<file path="config.mk">
export PLATFORM = sky130hd
export DESIGN_NAME = pmcb_top
export DESIGN_NICKNAME = d
export VERILOG_FILES = /design/src/logic/pmcb_pkg.sv /design/src/logic/pmcb_mode_reg.sv /design/src/logic/pmcb_pad_ctrl.sv /design/src/logic/pmcb_top.sv
export SDC_FILE = /design/constraint.sdc
export NUM_CORES = 1
export LEC_CHECK = 0
export BUFFER_PORTS_ARGS = -buffer_cell sky130_fd_sc_hd__clkbuf_2
export CORE_UTILIZATION = 50
export DETAILED_ROUTE_END_ITERATION = 6
export GPL_ROUTABILITY_DRIVEN = 0
export GPL_TIMING_DRIVEN = 0
export PLACE_DENSITY = 0.8
export SETUP_SLACK_MARGIN = 0.3
export SLEW_MARGIN = 20
export SYNTH_ARGS = -nofsm -noshare
export SYNTH_HDL_FRONTEND = slang
export SYNTH_SLANG_ARGS = --single-unit
</file>
<file path="constraint.sdc">
create_clock -name clk_sys -period 4.5 [get_ports clk_sys]
set_clock_uncertainty 0.1 [all_clocks]
set_input_delay 0.225 -clock clk_sys [delete_from_list [all_inputs] [get_ports clk_sys]]
set_output_delay 0.225 -clock clk_sys [all_outputs]
set_load 0.005 [all_outputs]
</file>
<file path="src/logic/pmcb_pkg.sv">
// shared constants and types for the pad mode configuration bank
package pmcb_pkg;

    localparam int NUM_PINS = 5;
    localparam int APB_AW   = 12;
    localparam int APB_DW   = 32;
    localparam int REG_W    = 16;

    // printed register offsets, kept as word indices
    localparam logic [31:0] IDX_P1_PIN6 = 32'h5000303a;
    localparam logic [31:0] IDX_P1_PIN7 = 32'h5000303c;
    localparam logic [31:0] IDX_P2_PIN0 = 32'h5000303e;
    localparam logic [31:0] IDX_P2_PIN1 = 32'h50003040;
    localparam logic [31:0] IDX_P2_PIN2 = 32'h50003042;
    localparam logic [NUM_PINS*32-1:0] IDX_TABLE =
        {IDX_P2_PIN2, IDX_P2_PIN1, IDX_P2_PIN0, IDX_P1_PIN7, IDX_P1_PIN6};

    // field positions
    localparam int DRIVE_TYPE_POS = 10;
    localparam int DIR_PULL_LSB   = 8;
    localparam int DIR_PULL_MSB   = 9;
    localparam int FUNC_SEL_LSB   = 0;
    localparam int FUNC_SEL_MSB   = 5;
    localparam logic [15:0] WRITABLE_MASK = 16'h073f;

    // direction / pull encodings
    localparam logic [1:0] DIR_IN_NOPULL = 2'h0;
    localparam logic [1:0] DIR_IN_PULLUP = 2'h1;
    localparam logic [1:0] DIR_IN_PULLDN = 2'h2;
    localparam logic [1:0] DIR_OUT       = 2'h3;

    // values after reset
    localparam logic       RST_DRIVE_TYPE = 1'h0;
    localparam logic [1:0] RST_DIR_FIRST  = 2'h1;
    localparam logic [1:0] RST_DIR_OTHER  = 2'h2;
    localparam logic [5:0] RST_FUNC_SEL   = 6'h00;

    typedef struct packed {
        logic drive_type_sel;
        logic [1:0] dir_pull_sel;
        logic [5:0] function_sel;
    } pmcb_mode_s;

    typedef struct packed {
        logic pad_oe_n;
        logic open_drain;
        logic pull_up_en;
        logic pull_dn_en;
    } pmcb_pad_s;

    typedef enum logic [1:0] {
        ST_IDLE,
        ST_SETUP,
        ST_ACCESS
    } pmcb_apb_e;

endpackage

</file>
<file path="src/logic/pmcb_mode_reg.sv">
// one pad mode register with byte-lane writes
`timescale 1ns/100ps
module pmcb_mode_reg
    import pmcb_pkg::*;
#(
    parameter logic [1:0] RST_DIR = RST_DIR_OTHER
)(
    input  wire logic        clk_sys,
    input  wire logic        reset,
    input  wire logic        wr_en,
    input  wire logic [1:0]  wr_strb,
    input  wire logic [15:0] wr_data,
    output pmcb_mode_s       mode_q,
    output logic [15:0]      rd_word
);

    pmcb_mode_s mode_d;

    // reserved bits are never stored, so they always read zero
    always_comb
    begin
        mode_d = mode_q;
        if (wr_en && wr_strb[1])
        begin
            mode_d.drive_type_sel = wr_data[DRIVE_TYPE_POS];
            mode_d.dir_pull_sel   = wr_data[DIR_PULL_MSB:DIR_PULL_LSB];
        end
        if (wr_en && wr_strb[0])
            mode_d.function_sel = wr_data[FUNC_SEL_MSB:FUNC_SEL_LSB];
    end

    always_ff @(posedge clk_sys)
    begin
        if (reset)
        begin
            mode_q.drive_type_sel <= RST_DRIVE_TYPE;
            mode_q.dir_pull_sel   <= RST_DIR;
            mode_q.function_sel   <= RST_FUNC_SEL;
        end
        else
            mode_q <= mode_d;
    end

    assign rd_word = {5'h00, mode_q.drive_type_sel, mode_q.dir_pull_sel,
                      2'h0, mode_q.function_sel};

endmodule

</file>
<file path="src/logic/pmcb_pad_ctrl.sv">
// decodes one mode register into registered pad controls
`timescale 1ns/100ps
module pmcb_pad_ctrl
    import pmcb_pkg::*;
(
    input  wire logic clk_sys,
    input  wire logic reset,
    input  pmcb_mode_s mode,
    input  wire logic adc_sel,
    output pmcb_pad_s pad_q
);

    function automatic logic is_output(input logic [1:0] dir);
        is_output = (dir == DIR_OUT);
    endfunction

    pmcb_pad_s pad_d;
    logic      dir_out;

    assign dir_out = is_output(mode.dir_pull_sel);

    // analog use overrides the direction/pull field completely
    assign pad_d.pad_oe_n   = adc_sel ? 1'b1 : !dir_out;
    assign pad_d.open_drain = mode.drive_type_sel;
    assign pad_d.pull_up_en = !adc_sel && (mode.dir_pull_sel == DIR_IN_PULLUP);
    assign pad_d.pull_dn_en = !adc_sel && (mode.dir_pull_sel == DIR_IN_PULLDN);

    always_ff @(posedge clk_sys)
    begin
        if (reset)
            pad_q <= '{pad_oe_n: 1'b1, open_drain: 1'b0, pull_up_en: 1'b0, pull_dn_en: 1'b0};
        else
            pad_q <= pad_d;
    end

endmodule

</file>
<file path="src/logic/pmcb_top.sv">
// apb register bank of five pad mode registers and their pad controls
//
// Decided for this implementation: the APB interface to the registers.
`timescale 1ns/100ps
module pmcb_top
    import pmcb_pkg::*;
(
    input  wire logic                clk_sys,
    input  wire logic                reset,
    input  wire logic                psel,
    input  wire logic                penable,
    input  wire logic                pwrite,
    input  wire logic [APB_AW-1:0]   paddr,
    input  wire logic [APB_DW-1:0]   pwdata,
    input  wire logic [3:0]          pstrb,
    output logic                     pready,
    output logic [APB_DW-1:0]        prdata,
    output logic                     pslverr,
    input  wire logic [NUM_PINS-1:0] adc_sel,
    output pmcb_pad_s [NUM_PINS-1:0] pad_ctrl
);

    ////////////////////////////////////////////////////////////////////////
    // address decode

    function automatic logic hit(input logic [APB_AW-1:0] a, input logic [31:0] idx);
        hit = (a[1:0] == 2'h0) && (a[APB_AW-1:2] == idx[APB_AW-3:0]);
    endfunction

    logic [NUM_PINS-1:0] sel_vec;
    logic                mapped;
    logic                pready_q;
    logic                pready_d;
    logic [APB_DW-1:0]   prdata_q;
    logic [APB_DW-1:0]   prdata_d;
    logic                pslverr_q;
    logic                commit;
    logic [15:0]         rd_words [NUM_PINS];
    pmcb_mode_s          modes    [NUM_PINS];

    genvar g;
    generate
        for (g = 0; g < NUM_PINS; g++)
        begin : g_dec
            assign sel_vec[g] = hit(paddr, IDX_TABLE[g*32 +: 32]);
        end
    endgenerate

    assign mapped = |sel_vec;

    ////////////////////////////////////////////////////////////////////////
    // apb slave: one wait state, answer registered

    // ready is raised one cycle into the access phase so all outputs come from flops
    assign pready_d = psel && penable && !pready_q;
    assign commit   = psel && penable && pready_q;

    always_comb
    begin
        prdata_d = '0;
        for (int i = 0; i < NUM_PINS; i++)
            if (sel_vec[i])
                prdata_d = {16'h0000, rd_words[i]};
    end

    always_ff @(posedge clk_sys)
    begin
        if (reset)
        begin
            pready_q  <= 1'b0;
            prdata_q  <= '0;
            pslverr_q <= 1'b0;
        end
        else
        begin
            pready_q  <= pready_d;
            prdata_q  <= (pready_d && !pwrite) ? prdata_d : '0;
            pslverr_q <= pready_d && !mapped;
        end
    end

    assign pready  = pready_q;
    assign prdata  = prdata_q;
    assign pslverr = pslverr_q;

    ////////////////////////////////////////////////////////////////////////
    // registers and pad decode

    generate
        for (g = 0; g < NUM_PINS; g++)
        begin : g_pin
            pmcb_mode_reg #(
                .RST_DIR (g == 0 ? RST_DIR_FIRST : RST_DIR_OTHER)
            ) u_reg (
                .clk_sys (clk_sys),
                .reset   (reset),
                .wr_en   (commit && pwrite && sel_vec[g]),
                .wr_strb (pstrb[1:0]),
                .wr_data (pwdata[15:0]),
                .mode_q  (modes[g]),
                .rd_word (rd_words[g])
            );

            pmcb_pad_ctrl u_pad (
                .clk_sys (clk_sys),
                .reset   (reset),
                .mode    (modes[g]),
                .adc_sel (adc_sel[g]),
                .pad_q   (pad_ctrl[g])
            );

            ////////////////////////////////////////////////////////////////
            // checks

            a_drive_type: assert property (@(posedge clk_sys) disable iff (reset)
                1'b1 |=> pad_ctrl[g].open_drain == $past(modes[g].drive_type_sel))
                else $error("drive type does not follow register");

            a_input_pulls: assert property (@(posedge clk_sys) disable iff (reset)
                (!adc_sel[g] && modes[g].dir_pull_sel != DIR_OUT) |=>
                (pad_ctrl[g].pad_oe_n &&
                 pad_ctrl[g].pull_up_en == ($past(modes[g].dir_pull_sel) == DIR_IN_PULLUP) &&
                 pad_ctrl[g].pull_dn_en == ($past(modes[g].dir_pull_sel) == DIR_IN_PULLDN)))
                else $error("input pull selection wrong");

            a_output_mode: assert property (@(posedge clk_sys) disable iff (reset)
                (!adc_sel[g] && modes[g].dir_pull_sel == DIR_OUT) |=>
                (!pad_ctrl[g].pad_oe_n && !pad_ctrl[g].pull_up_en && !pad_ctrl[g].pull_dn_en))
                else $error("output mode wrong");

            a_adc_override: assert property (@(posedge clk_sys) disable iff (reset)
                adc_sel[g] |=> (pad_ctrl[g].pad_oe_n && !pad_ctrl[g].pull_up_en &&
                                !pad_ctrl[g].pull_dn_en))
                else $error("adc pin still steered by direction field");

            a_reset_value: assert property (@(posedge clk_sys)
                $fell(reset) |-> modes[g].dir_pull_sel == (g == 0 ? RST_DIR_FIRST : RST_DIR_OTHER)
                                 && modes[g].function_sel == RST_FUNC_SEL)
                else $error("reset value wrong");

            a_reserved_zero: assert property (@(posedge clk_sys) disable iff (reset)
                (rd_words[g] & ~WRITABLE_MASK) == 16'h0000)
                else $error("reserved bits not zero");
        end
    endgenerate

    a_write_lands: assert property (@(posedge clk_sys) disable iff (reset)
        (commit && pwrite && sel_vec[0] && pstrb[1]) |=>
        modes[0].dir_pull_sel == $past(pwdata[DIR_PULL_MSB:DIR_PULL_LSB]))
        else $error("write did not land");

    a_ready_timing: assert property (@(posedge clk_sys) disable iff (reset)
        (psel && !penable) ##1 (psel && penable) |-> ##1 pready)
        else $error("ready late");

    a_read_data: assert property (@(posedge clk_sys) disable iff (reset)
        (pready && !pwrite && !pslverr) |-> prdata[31:16] == 16'h0000)
        else $error("upper read data not zero");

endmodule

</file>
== After elaboration in Yosys (flattened, before gate mapping) ==
Index checks and enable logic that the tools add are counted.

* Word-level logic and storage cells: 123
* Bits in registers: 99
* Output and inout bits: 54
* Bits in latches: 0
* Memories: 0
* Input port bits: 58
* Bits in read-only memories: 0
* RAM bits: 0

* Equal/unequal tests: 20
* Multipliers: 0
* Bitwise logic cells: 1
* Add/sub/neg operators: 0
* Divide/modulo/power cells: 0
* Shift operators: 0
* Reduce and logical (&&, ||, !) cells: 58
* $lt $le $gt $ge: 0
* Muxes and demuxes: 5

{| class="wikitable"
|+ Operators by type and width
! kind !! count
|-
| 2-to-1 mux 11 bit || 5
|-
| logical AND 1 bit || 36
|-
| equality test 10 x 6 -> 1 bit (second input constant) || 3
|-
| equality test 10 x 7 -> 1 bit (second input constant) || 2
|-
| equality test 2 bit (second input constant) || 10
|-
| logical NOT 1 bit || 13
|-
| OR reduction 2 bit || 6
|-
| equality test 2 x 1 -> 1 bit (second input constant) || 5
|-
| OR reduction 6 bit || 1
|-
| OR reduction 5 bit || 1
|-
| logical NOT 2 bit || 1
|-
| NOT 1 bit || 1
|}

== Depth between registers and ports, before layout ==
* Depth after elaboration: 7
* Depth in mapped cells: 6
* Mapped depth without buffers: 4

== Hierarchy ==
A second synthesis with hierarchy kept.

* Cells, all modules: 523
* Area total of the unflattened synthesis: 4877.2 um2

{| class="wikitable"
|+ Modules (own cells, without submodules)
! module !! area each (um2) !! times used !! cells an instance !! sequential area each (um2)
|-
| pmcb_mode_reg || 530.5 || 5 || 56 || 180.2
|-
| pmcb_top || 1642.8 || 1 || 203 || 360.3
|-
| pmcb_pad_ctrl || 116.4 || 5 || 8 || 80.1
|}

== Worst setup path after synthesis ==
No wires, ideal clock.

* Path type: input to register
* Start: in paddr[2]
* End: reg g_pin[4].u_reg.mode_q[2] (netlist bit)
* Cell stages on the path: 5
* Setup slack: 2846 ps
* Path buffers: 1
* Library setup time: 122 ps
* Arrival: 1432 ps
* Cells stage by stage: nor4_4 nand2_2 or4_4 buf_6 mux2i_1

* Longest elaborated chain between the ends: 4

{| class="wikitable"
|+ RTL lines
! element !! line !! text
|-
| start: declaration || pmcb_top.sv:13 || <nowiki>input wire logic [APB_AW-1:0] paddr,</nowiki>
|-
| equality test 10 x 7 -> 1 bit || pmcb_top.sv:27 || <nowiki>hit = (a[1:0] == 2'h0) && (a[APB_AW-1:2] == idx[APB_AW-3:0]);</nowiki>
|-
| logical AND 1 bit || pmcb_top.sv:27 ||
|-
| logical AND 1 bit || pmcb_top.sv:97 || <nowiki>.wr_en (commit && pwrite && sel_vec[g]),</nowiki>
|-
| logical AND 1 bit || pmcb_mode_reg.sv:28 || <nowiki>if (wr_en && wr_strb[0])</nowiki>
|-
| end signal: assignment || pmcb_mode_reg.sv:41 || <nowiki>mode_q <= mode_d;</nowiki>
|-
| end: declaration || pmcb_mode_reg.sv:13 || <nowiki>output pmcb_mode_s mode_q,</nowiki>
|}

No other way between the ends.
A chain may end at the register's enable or synchronous reset.

== Worst setup path in the final report ==
* Start: reg pready_q (netlist: pready)
* End: reg g_pin[4].u_reg.mode_q[6] (netlist bit)

* Longest elaborated chain between the ends: 4

{| class="wikitable"
|+ RTL lines
! element !! line !! text
|-
| start: declaration || pmcb_top.sv:32 || <nowiki>logic pready_q;</nowiki>
|-
| start signal: assignment || pmcb_top.sv:76 || <nowiki>pready_q <= pready_d;</nowiki>
|-
| logical AND 1 bit || pmcb_top.sv:56 || <nowiki>assign commit = psel && penable && pready_q;</nowiki>
|-
| logical AND 1 bit (2 in a row) || pmcb_top.sv:97 ||
|-
| logical AND 1 bit || pmcb_mode_reg.sv:23 || <nowiki>if (wr_en && wr_strb[1])</nowiki>
|}

No other way between the ends.

==> results.yml <==
floorplan:
  core.rowCount: 29
  initial_core_util: 0.518
  core-area_um2: 6350
  die_h_um: 83.1
  dieArea_um2: 6900
  io_pins: 112
  die_w_um: 83.1
finish:
  multi_input_area_um2: 1590
  flow.area_growth_from_synthesis_pct: 21.5
  drive_gt1_frac: 0.274
  nFillCells: 559
  seq_area_um2: 1520
  diodes: 0
  final_nets: 498
synth:
  ys_types: 39
  synth-xor-area-share: 0
  ys_seq_elements: 76
  synth_top_area_frac: 0.463
  syn-cell-area_um2: 3290
  synthMostInstantiatedCell: "dfxtp_1"
  synth_compound_area_frac: 0.0986
  synth_common_cells: "76 x dfxtp_1, 37 x mux2i_1, 36 x nand2b_1, 29 x o21ai_0, 28 x nor2_1"
  yosys.area_share.adder: 0
  syn_avg_cell_area_um2: 9.67
  synth_edf_count: 0
  synth_seq_area_share: 0.463
  synthTopCellsByArea: "dfxtp_1 46%, mux2i_1 11%, nand2b_1 6.8%, buf_4 5.3%, o21ai_0 4.4%"
  ys_warn_count: 0
  yosys.area_share.simple: 0.214
  ys.flop_type: "dfxtp_1"
  synth_mux_area_frac: 0.143
  synth_top_family_by_area: "simple AND/OR/NAND/NOR gates"
  synth_largest_area_cell: "dfxtp_1"
  async_reset_ff_frac: 0
  netlist_instances: 340
timing:
  report.final.slew_viol_count: 0
  rsz0062_at_grt: "false"
  finalSetupViolCount: 0
  max_slew.worst_pin.slew_ps: 624
  min_period_ps: 1830
  relSlewSlack: 0.584
  finalCritPeriodShare: 0.408
  fmax_mhz: 545
  setup_tns_ps: 0
  final-hold-violation-count: 0
detailed_routing:
  dr.pass1.iters: 4
  drc: 0
  wl_um: 7300
  avgRoutedWirePerCell_um: 14.0
  num_vias: 2644
  dr.first_iter.drc_count: 130
  viasPerCell: 5.07
  ant_nets: 0
grt:
  overflow: 0
  grt_first_pass_wirelength_um: 11700
  grt_use_total: 0.218
  grt_max_degree: 14
  antenna_found_initial: 0
  grt_pass1_vias: 2546
worst_setup_path:
  regToRegSetupSlack_ps: 2670
  criticalPathCategory: "flop to flop"
  cp.required_ps: 4690
  cp_top_family: "simple AND/OR/NAND/NOR gates"
  crit_chain: "and4_1, nand4_1, nor3_1, mux2i_1"
  cp.arrival_ps: 2030
  critPathLaunch: "pready"
  r2r-start: "pready"
  critPathBufInv: 0
  crit_path_end_kind: "flop"
  start_kind: "flop"
  slowest_delay_ps: 580
  crit_slowest_cell: "nor3_1"
  path_max_fanout: 8
placement:
  io_buffers: 62
  hpwl_um: 5370
power:
  finalPower_mw: 1.22
  cellLeakagePower_nw: 1.77
  peakVddDrop_v: 0.000292
  power.density_nw_per_um2: 306
cts:
  holdBufCountCts: 5
  cts.clk_slew.worst_paths_ps: 80
  insertion_delay_ps: 360
  cts_buffers: 9
  cts.sinks: 76
  post_cts_resized: 0
  cts_root_buf: "clkbuf_8"
  cts_tree: "done"
  cts_max_level: 3
  clock_path_buffers: 2
  post_cts_buffers: 0
worst_hold_path:
  worstHoldPathType: "primary input to flop"
  min_from: "pwdata[9]"
status:
  status: "finished, final reports clean"
job:
  cap_violations: 0
## cell type report
class | instances | area share
multi-input combinational | 242 | 0.397
clock buffer | 10 | 0.0319
sequential | 76 | 0.381
tap | 77 | 0.0241
inverter | 5 | 0.00470
buffer | 39 | 0.0611
timing repair buffer | 67 | 0.0902
clock inverter | 6 | 0.0103
## state kept, by name, summed over array words and instances, names as in the netlist
signal	count
g_pin.u_reg.mode_q	45
prdata	9
g_pin.u_pad.pad_q	20
pslverr	1
pready	1
## per-stage QoR
step	utilization	instance area (um2)	instances	hold WS, ps	setup slack [ps]
2_1_floorplan	-	3370	362	202	2850
3_3_place_gp	0.595	3780	501	314	2530
3_5_place_dp	0.595	3780	501	322	2510
4_1_cts	0.629	4000	522	26.1	2660
5_1_grt	0.629	4000	522	50.0	2510
6_report	0.629	4000	522	41.8	2670
## cell families after synthesis
group                  Yosys count
and+or+nand+nor                121
DFF                             76
AOI/OAI and AO/OA               52
muxes                           46
buffers and inverters           44
other                            1
## final timing paths
kind	cells past startpoint	endpoint
setup / recovery	4	g_pin[4].u_reg.mode_q[6]
setup reg to reg	4	g_pin[4].u_reg.mode_q[6]
hold reg to reg	1	g_pin[1].u_pad.pad_q[3]
hold / removal	3	g_pin[0].u_reg.mode_q[7]
## cell usage in the layout (no fill, tap or decap), types with 2 or more instances in the layout
master,Yosys,final
a211oi_1,6,6
a221oi_1,6,6
a22oi_1,3,3
and2_1,2,2
buf_2,3,3
buf_4,23,23
clkbuf_1,11,12
clkbuf_2,0,62
clkbuf_8,0,9
clkinv_2,0,2
clkinvlp_4,0,3
conb_1,1,23
dfxtp_1,76,76
dlygate4sd3_1,0,5
inv_1,5,5
mux2_2,9,9
mux2i_1,37,37
nand2_1,11,11
nand2_2,2,2
nand2b_1,36,36
nand3_1,7,7
nand4_1,2,2
nor2_1,28,28
nor2b_1,16,16
nor3_1,3,3
nor4_4,2,2
nor4b_1,2,2
o211a_1,2,2
o21ai_0,29,29
o22ai_1,2,2
or3_1,2,2
or3_2,2,2
## tightest hold or removal path: stages
cell and delay, ps:
clkbuf_2 100, nand2b_1 70, mux2i_1 60
## report_power, final
part	internal [mW]	total (mW)	switching [mW]
logic	0.0432	0.0912	0.0480
registers	0.675	0.676	0.000875
clock network	0.199	0.458	0.259
## routing by layer
| metal | global-route usage | up-vias | part of all wire |
|---|---|---|---|
| met5 | 0 | - | 0 |
| met4 | 0.121 | 0 | 0.026 |
| met3 | 0.0606 | 16 | 0.046 |
| met2 | 0.366 | 81 | 0.49 |
| met1 | 0.250 | 1216 | 0.44 |
| li1 | - | 1331 | - |
Power figures use the tool's default switching activity.
